`src/common/qio_consts.svh`:
```
// Constants of the quasi-bidirectional I/O expander
`ifndef QIO_CONSTS_SVH
`define QIO_CONSTS_SVH
`define QIO_PREFIX_BASE 4'h4
`define QIO_PREFIX_ALT 4'h7
`define QIO_LATCH_RST 8'hff
`define QIO_PIN_RST 8'hff
`define QIO_BITS 4'h8
`define QIO_CNT_ZERO 4'h0
`define QIO_CNT_ONE 4'h1
`define QIO_MSB 3'h7
`define QIO_IDLE_HI 1'b1
`endif

```
`src/common/qio_pkg.sv`:
```
// Types shared by the I/O expander modules
package qio_pkg;
  typedef logic [7:0] qio_byte_t;
  typedef logic [2:0] qio_strap_t;
  typedef enum logic [2:0] {
    QIO_IDLE = 3'b000,
    QIO_ADDR = 3'b001,
    QIO_ADDR_ACK = 3'b010,
    QIO_WR_DATA = 3'b011,
    QIO_WR_ACK = 3'b100,
    QIO_RD_DATA = 3'b101,
    QIO_RD_ACK = 3'b110
  } qio_state_t;
endpackage : qio_pkg

```
`src/common/qio_sync_if.sv`:
```
// Synchronised bus events and pin samples
interface qio_sync_if;
  logic scl_rise;
  logic scl_fall;
  logic sda;
  logic start;
  logic stop;
  qio_pkg::qio_byte_t pins;
  qio_pkg::qio_strap_t strap;
  modport src (output scl_rise, scl_fall, sda, start, stop, pins, strap);
  modport dst (input scl_rise, scl_fall, sda, start, stop, pins, strap);
endinterface : qio_sync_if

```
`src/hw/qio_sync.sv`:
```
// Input synchronisers and bus condition detection
`include "qio_consts.svh"
module qio_sync (
  // Clock and reset
  input wire logic clk,
  input wire logic arst_n,
  // Raw inputs
  input wire logic scl_i,
  input wire logic sda_i,
  input wire logic [7:0] pins_i,
  input wire logic [2:0] strap_i,
  // Synchronised view
  qio_sync_if.src sy
);
  logic scl_m_q, scl_s_q, scl_p_q;
  logic sda_m_q, sda_s_q, sda_p_q;
  logic [7:0] pin_m_q, pin_s_q;
  logic [2:0] strap_m_q, strap_s_q;

  // Two-flop synchronisers, idle high except the straps, which reset to zero
  always_ff @(posedge clk or negedge arst_n) begin
    if (!arst_n) begin
      scl_m_q <= `QIO_IDLE_HI;
      scl_s_q <= `QIO_IDLE_HI;
      sda_m_q <= `QIO_IDLE_HI;
      sda_s_q <= `QIO_IDLE_HI;
      pin_m_q <= `QIO_PIN_RST;
      pin_s_q <= `QIO_PIN_RST;
      strap_m_q <= '0;
      strap_s_q <= '0;
    end else begin
      scl_m_q <= scl_i;
      scl_s_q <= scl_m_q;
      sda_m_q <= sda_i;
      sda_s_q <= sda_m_q;
      pin_m_q <= pins_i;
      pin_s_q <= pin_m_q;
      strap_m_q <= strap_i;
      strap_s_q <= strap_m_q;
    end
  end

  // Previous synchronised levels for edge finding
  always_ff @(posedge clk or negedge arst_n) begin
    if (!arst_n) begin
      scl_p_q <= `QIO_IDLE_HI;
      sda_p_q <= `QIO_IDLE_HI;
    end else begin
      scl_p_q <= scl_s_q;
      sda_p_q <= sda_s_q;
    end
  end

  // Clock edges, START and STOP from synchronised samples
  assign sy.scl_rise = scl_s_q & ~scl_p_q;
  assign sy.scl_fall = ~scl_s_q & scl_p_q;
  assign sy.start = scl_s_q & scl_p_q & sda_p_q & ~sda_s_q;
  assign sy.stop = scl_s_q & scl_p_q & ~sda_p_q & sda_s_q;
  assign sy.sda = sda_s_q;
  assign sy.pins = pin_s_q;
  assign sy.strap = strap_s_q;
endmodule : qio_sync

```
`src/hw/qio_expander.sv`:
```
// Eight-bit quasi-bidirectional port expander, serial bus target
`include "qio_consts.svh"
module qio_expander #(
  parameter bit ALT_VARIANT = 1'b0
) (
  // Clock and reset
  input wire logic CLK,
  input wire logic ARST_N,
  // Serial bus
  input wire logic SCL_I,
  input wire logic SDA_I,
  output logic SDA_O,
  output logic SDA_OE,
  // Address straps
  input wire logic [2:0] ADDR_STRAP,
  // Quasi-bidirectional port
  input wire logic [7:0] PORT_PIN_I,
  output logic [7:0] PORT_PIN_O,
  output logic [7:0] PORT_PIN_OE,
  // Open-drain interrupt
  output logic INT_O,
  output logic INT_OE
);
  qio_sync_if sy ();
  qio_pkg::qio_state_t state_q;
  logic [3:0] cnt_q;
  qio_pkg::qio_byte_t shift_q, latch_q, strong_q, snap_q;
  logic rw_q, nack_q, sda_oe_q, int_oe_q;
  logic [7:0] port_oe_q, port_o_q;
  logic addr_hit;

  qio_sync u_sync (
    .clk(CLK),
    .arst_n(ARST_N),
    .scl_i(SCL_I),
    .sda_i(SDA_I),
    .pins_i(PORT_PIN_I),
    .strap_i(ADDR_STRAP),
    .sy(sy)
  );

  // Shift one sampled bit into the byte, MSB first
  function automatic qio_pkg::qio_byte_t shl(
    input qio_pkg::qio_byte_t b, input logic d);
    shl = {b[6:0], d};
  endfunction : shl

  // Address byte match against prefix and straps
  function automatic logic match(input qio_pkg::qio_byte_t b,
                                 input qio_pkg::qio_strap_t s);
    logic [3:0] pre;
    pre = ALT_VARIANT ? `QIO_PREFIX_ALT : `QIO_PREFIX_BASE;
    match = (b[7:4] == pre) && (b[3:1] == s);
  endfunction : match

  assign addr_hit = match(shift_q, sy.strap);

  // Bus protocol sequencer
  always_ff @(posedge CLK or negedge ARST_N) begin
    if (!ARST_N) begin
      state_q <= qio_pkg::QIO_IDLE;
      cnt_q <= `QIO_CNT_ZERO;
      shift_q <= '0;
      rw_q <= 1'b0;
      nack_q <= 1'b0;
      sda_oe_q <= 1'b0;
    end else if (sy.start) begin
      state_q <= qio_pkg::QIO_ADDR; // Repeated START too
      cnt_q <= `QIO_CNT_ZERO;
      sda_oe_q <= 1'b0;
    end else if (sy.stop) begin
      state_q <= qio_pkg::QIO_IDLE;
      sda_oe_q <= 1'b0;
    end else begin
      case (state_q)
        qio_pkg::QIO_ADDR: begin
          if (sy.scl_rise) begin
            shift_q <= shl(shift_q, sy.sda);
            cnt_q <= cnt_q + `QIO_CNT_ONE;
          end else if (sy.scl_fall && cnt_q == `QIO_BITS) begin
            if (addr_hit) begin
              state_q <= qio_pkg::QIO_ADDR_ACK;
              rw_q <= shift_q[0];
              sda_oe_q <= 1'b1;
            end else begin
              state_q <= qio_pkg::QIO_IDLE;
            end
          end
        end
        qio_pkg::QIO_ADDR_ACK: begin
          if (sy.scl_fall) begin
            cnt_q <= `QIO_CNT_ZERO;
            if (rw_q) begin
              state_q <= qio_pkg::QIO_RD_DATA;
              shift_q <= sy.pins; // Live pins
              sda_oe_q <= ~sy.pins[`QIO_MSB];
            end else begin
              state_q <= qio_pkg::QIO_WR_DATA; // No command byte
              sda_oe_q <= 1'b0;
            end
          end
        end
        qio_pkg::QIO_WR_DATA: begin
          if (sy.scl_rise) begin
            shift_q <= shl(shift_q, sy.sda);
            cnt_q <= cnt_q + `QIO_CNT_ONE;
          end else if (sy.scl_fall && cnt_q == `QIO_BITS) begin
            state_q <= qio_pkg::QIO_WR_ACK;
            sda_oe_q <= 1'b1;
          end
        end
        qio_pkg::QIO_WR_ACK: begin
          if (sy.scl_fall) begin
            state_q <= qio_pkg::QIO_WR_DATA; // Unlimited bytes
            cnt_q <= `QIO_CNT_ZERO;
            sda_oe_q <= 1'b0;
          end
        end
        qio_pkg::QIO_RD_DATA: begin
          if (sy.scl_rise) begin
            cnt_q <= cnt_q + `QIO_CNT_ONE;
          end else if (sy.scl_fall) begin
            if (cnt_q == `QIO_BITS) begin
              state_q <= qio_pkg::QIO_RD_ACK;
              sda_oe_q <= 1'b0;
            end else begin
              sda_oe_q <= ~shift_q[`QIO_MSB - cnt_q[2:0]];
            end
          end
        end
        qio_pkg::QIO_RD_ACK: begin
          if (sy.scl_rise) begin
            nack_q <= sy.sda;
          end else if (sy.scl_fall) begin
            cnt_q <= `QIO_CNT_ZERO;
            if (nack_q) begin
              state_q <= qio_pkg::QIO_IDLE;
            end else begin
              state_q <= qio_pkg::QIO_RD_DATA; // Resample pins
              shift_q <= sy.pins;
              sda_oe_q <= ~sy.pins[`QIO_MSB];
            end
          end
        end
        default: begin
          state_q <= qio_pkg::QIO_IDLE;
        end
      endcase
    end
  end

  // Port latch and ack-time strong pull-up, all bits alike
  always_ff @(posedge CLK or negedge ARST_N) begin
    if (!ARST_N) begin
      latch_q <= `QIO_LATCH_RST;
      strong_q <= '0;
    end else if (state_q == qio_pkg::QIO_WR_ACK && sy.scl_rise) begin
      latch_q <= shift_q; // Bit n drives pin n
      strong_q <= shift_q;
    end else if (state_q != qio_pkg::QIO_WR_ACK || sy.scl_fall) begin
      strong_q <= '0; // Weak pull-up only afterwards
    end
  end

  // Change detection against the last accessed port state
  always_ff @(posedge CLK or negedge ARST_N) begin
    if (!ARST_N) begin
      snap_q <= `QIO_PIN_RST;
      int_oe_q <= 1'b0;
    end else begin
      // Write snaps at ack fall, once the new latch shows on the pins
      if ((state_q == qio_pkg::QIO_WR_ACK && sy.scl_fall) ||
          (state_q == qio_pkg::QIO_ADDR_ACK && rw_q && sy.scl_rise)) begin
        snap_q <= sy.pins; // Access clears
      end
      int_oe_q <= (sy.pins != snap_q);
    end
  end

  // Registered pin drivers: sink for 0, strong high during ack
  always_ff @(posedge CLK or negedge ARST_N) begin
    if (!ARST_N) begin
      port_oe_q <= '0;
      port_o_q <= '0;
    end else begin
      port_oe_q <= ~latch_q | strong_q;
      port_o_q <= strong_q;
    end
  end

  assign SDA_O = 1'b0;
  assign SDA_OE = sda_oe_q;
  assign PORT_PIN_O = port_o_q;
  assign PORT_PIN_OE = port_oe_q;
  assign INT_O = 1'b0;
  assign INT_OE = int_oe_q;
endmodule : qio_expander

```
`config.mk`:
```
export PLATFORM = sky130hd
export DESIGN_NAME = qio_expander
export DESIGN_NICKNAME = d
export VERILOG_FILES = /design/src/common/qio_pkg.sv /design/src/common/qio_sync_if.sv /design/src/hw/qio_sync.sv /design/src/hw/qio_expander.sv
export VERILOG_INCLUDE_DIRS = /design/src /design/src/common
export SDC_FILE = /design/constraint.sdc
export NUM_CORES = 1
export LEC_CHECK = 0
export ABC_CLOCK_PERIOD_IN_PS = 5000
export BUFFER_PORTS_ARGS = -buffer_cell sky130_fd_sc_hd__buf_2
export CAP_MARGIN = 20
export CORE_ASPECT_RATIO = 0.9
export CORE_MARGIN = 8
export CORE_UTILIZATION = 45
export DETAILED_ROUTE_END_ITERATION = 7
export GPL_TIMING_DRIVEN = 0
export PLACE_DENSITY_LB_ADDON = 0.15
export SLEW_MARGIN = 20
export SYNTH_ARGS = -nofsm -noshare
export SYNTH_HDL_FRONTEND = slang
export SYNTH_SLANG_ARGS = --single-unit
```
`constraint.sdc`:
```
create_clock -name CLK -period 5 [get_ports CLK]
set_input_delay 1.5 -clock CLK [delete_from_list [all_inputs] [get_ports CLK]]
set_output_delay 1.5 -clock CLK [all_outputs]
set_load 0.005 [all_outputs]
```
==> results by group <==
Global routing
  – Pin count of the biggest net entering global routing: 49
  – Number of antenna violations at the first check in global routing: 0
  – Vias in the first global route: approximately 2300
  – GRT overflow: 0
  – Global-route wire length before repair: 11400 um
  – Total Routing Usage GR: about an eighth

Timing
  – RSZ-0062 raised after global routing: false
  – Maximum clock frequency: ~0.42 GHz
  – Pin slew with the least headroom to its limit: between 500 and 600 ps
  – Setup violators final: 0
  – Setup skew after layout: ~11 ps
  – Final min period: about 2400 ps
  – Fin Hold WS: roughly 340 ps
  – Worst slew margin relative to its limit: between 60% and 70%
  – Number of pins with negative max-slew slack in the final report: 0
  – Crit share post-route: 47.7%
  – Final Hold Violating Endpoints: 0
  – Total Negative Setup Slacks: 0 ps
  – Post-layout worst setup margin: between 2000 and 3000 ps

Worst setup path
  – CP Launch Type: flip-flop
  – CP max-delay cell: sky130_fd_sc_hd__dfrtp_1
  – Critical Path Source: SDA_OE
  – Slowest Stage Delay on Critical Path: roughly 400 ps
  – List of cells traversed by the critical path: buf_2
  – Worst reg2reg path startpoint: u_sync.scl_s_q
  – Cell class contributing the biggest share of worst-path delay: flip-flops
  – Highest fanout seen on the critical path: 2
  – Element type at the critical path end: primary output
  – Worst path bufs/invs: 1
  – Critical path arrival: between 800 and 900 ps
  – Critical setup path kind: flip-flop to primary output
  – Required time of the critical path: around 3500 ps

Clocking
  – Clock transition time at the flip-flop clock pins of the worst setup and hold paths: approximately 90 ps
  – Worst-case clock buffer depth: 2
  – Post-CTS Setup Bufs: 0
  – H-tree levels: 3
  – Hold_buf cts: 0
  – CTS sink cnt: 87
  – Total clock buffers created by CTS: 9
  – Root buffer cell: sky130_fd_sc_hd__clkbuf_8
  – Clock Latency Late Sink: 350 ps
  – Clock tree from TritonCTS: yes
  – Quantity of gates resized following cts: 0

Placement
  – RD Place Congestion: slightly above 0.8
  – Instance area at placement: about 4000 um^2
  – Input/output buffers: 32
  – Detail Placement HPWL: ~4700 um
  – Setup Slack @ Placement: ~2800 ps

Yosys
  – Synth area leaders: sky130_fd_sc_hd__dfrtp_1, sky130_fd_sc_hd__dfstp_2, sky130_fd_sc_hd__mux2_4
  – Commonest register cell after synthesis: sky130_fd_sc_hd__dfrtp_1
  – Yosys reg bits: 87
  – Unique cell type count in the Yosys netlist: 60
  – Dominant cell type by area after synthesis: sky130_fd_sc_hd__dfrtp_1
  – Sequential element share of the synthesized area: roughly three fifths
  – Synth top area share: about a third
  – Number of synthesized flops with an enable pin: 0
  – Synthesized netlist cell count: around 270
  – Cell area after synthesis: between 3000 and 4000 um^2
  – Average footprint of a synthesized cell: 14.0 um^2
  – Total of warnings raised by yosys: 0
  – Share of flip-flops with an asynchronous set or reset: between 90% and 100%

Layout
  – Filler Cells Inserted: ~680
  – Layout area overhead: 13.6%
  – Fin area: 4310 um^2
  – Final-stage net count: about 330
  – Antenna cell count: 0
  – Fraction of layout cells with a size suffix above 1: 43.8%

Drt
  – DRT iter0 DRCs: 81
  – Routed via count divided by cell count: between 5 and 6
  – DRC Markers: 0
  – Overall routed net length: around 6700 um
  – Wire per inst: roughly 16 um
  – Via count: 2197
  – Number of detailed-route iterations in the first pass: 5
  – Number of antenna-violating nets in the routed design: 0

Power
  – Leakage power: about 1.9 nW
  – Peak supply drop: 0.228 mV
  – Pwr Density: 399 nW/um^2

Floorplanning
  – DIE WIDTH: 113 um
  – Core area: between 8000 and 9000 um^2
  – Top-Level Pins: 35
  – Total die area: 11600 um^2
  – Floorplan row count: 31
  – Initial Utilization: a little under half
  – Height of the chip: 103 um

Worst hold path
  – HP Start: u_sync.sda_m_q
  – Class of the most critical hold timing path: flip-flop to flip-flop

Run
  – Max-cap violations: 0

Outcome
  – Status: finished, final reports clean
==> layout make-up <==
type | instances | area, um^2 | share of cell area, %
clock buffer | 10 | 128 | 2.96
clock inverter | 6 | 70.1 | 1.63
tap | 99 | 124 | 2.87
timing repair buffer | 33 | 190 | 4.41
sequential | 87 | 2220 | 51.6
multi-input combinational | 168 | 1420 | 32.9
buffer | 13 | 136 | 3.16
inverter | 5 | 18.8 | 0.435
==> report_power, final <==
part | switching, mW | leakage (nW) | internal, mW | total (mW)
Clock | 0.248 | 0.0891 | 0.233 | 0.481
Sequential | 0.0847 | 1.01 | 0.787 | 0.871
Combinational | 0.189 | 0.751 | 0.178 | 0.367
Total | 0.522 | 1.85 | 1.20 | 1.72
==> layout by cell type (no fill, tap or decap), types with 2 or more instances in the layout <==
cell type,Yosys,final
sky130_fd_sc_hd__nand2b_4,3,3
sky130_fd_sc_hd__dfstp_2,38,38
sky130_fd_sc_hd__buf_4,4,5
sky130_fd_sc_hd__inv_1,3,3
sky130_fd_sc_hd__nand2b_1,9,9
sky130_fd_sc_hd__nor4_1,3,3
sky130_fd_sc_hd__a31oi_4,2,2
sky130_fd_sc_hd__buf_6,6,6
sky130_fd_sc_hd__conb_1,1,2
sky130_fd_sc_hd__o22ai_1,2,2
sky130_fd_sc_hd__o21ai_1,10,10
sky130_fd_sc_hd__mux2_2,8,8
sky130_fd_sc_hd__dfrtp_1,49,49
sky130_fd_sc_hd__clkinvlp_4,0,3
sky130_fd_sc_hd__nor3_1,4,4
sky130_fd_sc_hd__a22o_1,9,9
sky130_fd_sc_hd__o21ai_2,2,2
sky130_fd_sc_hd__ha_1,2,2
sky130_fd_sc_hd__a21oi_1,8,8
sky130_fd_sc_hd__nand3_1,5,5
sky130_fd_sc_hd__xor2_1,12,12
sky130_fd_sc_hd__and3_1,3,3
sky130_fd_sc_hd__inv_2,2,2
sky130_fd_sc_hd__mux4_2,2,2
sky130_fd_sc_hd__mux2i_1,13,13
sky130_fd_sc_hd__a21bo_2,2,2
sky130_fd_sc_hd__clkbuf_8,1,10
sky130_fd_sc_hd__nor2_1,9,9
sky130_fd_sc_hd__o21ai_0,3,3
sky130_fd_sc_hd__mux2_4,10,10
sky130_fd_sc_hd__nand2_1,16,16
sky130_fd_sc_hd__o31ai_1,2,2
sky130_fd_sc_hd__buf_2,1,32
==> final timing paths <==
path	endpoint	slack (ps)	cells after the start
worst min register to register	u_sync.sy.sda	340	0
worst max register to register	snap_q[2]	3230	6
worst max-delay path	SDA_OE	2620	1
min in group asynchronous	cnt_q[2]	1120	1
worst min-delay path	u_sync.sy.sda	340	0
max in group asynchronous	latch_q[4]	3220	2
==> per-stage QoR <==
step,utilization [%],std cells,power [mW]
3_5_place_dp,50.7,405,1.25
6_report,53.2,421,1.72
5_1_grt,53.2,421,1.82
4_1_cts,53.2,421,1.74
3_3_place_gp,50.4,404,1.24
2_1_floorplan,-,273,1.15
==> synth_stat cells (2+ instances only) <==
cell type	instances
sky130_fd_sc_hd__inv_1	3
sky130_fd_sc_hd__a22o_1	9
sky130_fd_sc_hd__nand2_1	16
sky130_fd_sc_hd__nand2b_1	9
sky130_fd_sc_hd__nor3_1	4
sky130_fd_sc_hd__mux2_4	10
sky130_fd_sc_hd__nand2b_4	3
sky130_fd_sc_hd__dfrtp_1	49
sky130_fd_sc_hd__and3_1	3
sky130_fd_sc_hd__mux2i_1	13
sky130_fd_sc_hd__o22ai_1	2
sky130_fd_sc_hd__dfstp_2	38
sky130_fd_sc_hd__mux4_2	2
sky130_fd_sc_hd__buf_6	6
sky130_fd_sc_hd__o21ai_0	3
sky130_fd_sc_hd__o21ai_2	2
sky130_fd_sc_hd__nor4_1	3
sky130_fd_sc_hd__xor2_1	12
sky130_fd_sc_hd__ha_1	2
sky130_fd_sc_hd__inv_2	2
sky130_fd_sc_hd__o31ai_1	2
sky130_fd_sc_hd__nor2_1	9
sky130_fd_sc_hd__nand3_1	5
sky130_fd_sc_hd__buf_4	4
sky130_fd_sc_hd__a31oi_4	2
sky130_fd_sc_hd__a21oi_1	8
sky130_fd_sc_hd__o21ai_1	10
sky130_fd_sc_hd__mux2_2	8
sky130_fd_sc_hd__a21bo_2	2
==> per-layer routing <==
layer  part of all wire (%)  vias up  GRT usage [%]
met4                    1.7        0           4.97
met3                    6.1       10           4.63
met2                     44       61           18.8
met5                      0        -              0
met1                     49     1079           16.2
li1                       -     1047              -
==> cell families after synthesis <==
group | Yosys count | synth area share [%]
DFF | 87 | 58.6
and+or+nand+nor | 66 | 11.4
AOI/OAI and AO/OA | 51 | 10.7
muxes | 34 | 11.2
buffers and inverters | 18 | 4.09
xor gates and xnor gates | 13 | 3.20
adders and majority gates | 2 | 0.659
other | 1 | 0.0988
==> state kept, by name (all words and copies together), names as in the netlist, 3 cells and up <==
register	count
u_sync.strap_m_q	3
latch_q	8
cnt_q	4
shift_q	8
PORT_PIN_O	8
state_q	3
strong_q	8
u_sync.pin_m_q	8
PORT_PIN_OE	8
u_sync.sy.pins	8
snap_q	8
u_sync.sy.strap	3
Power figures use the tool's default switching activity.
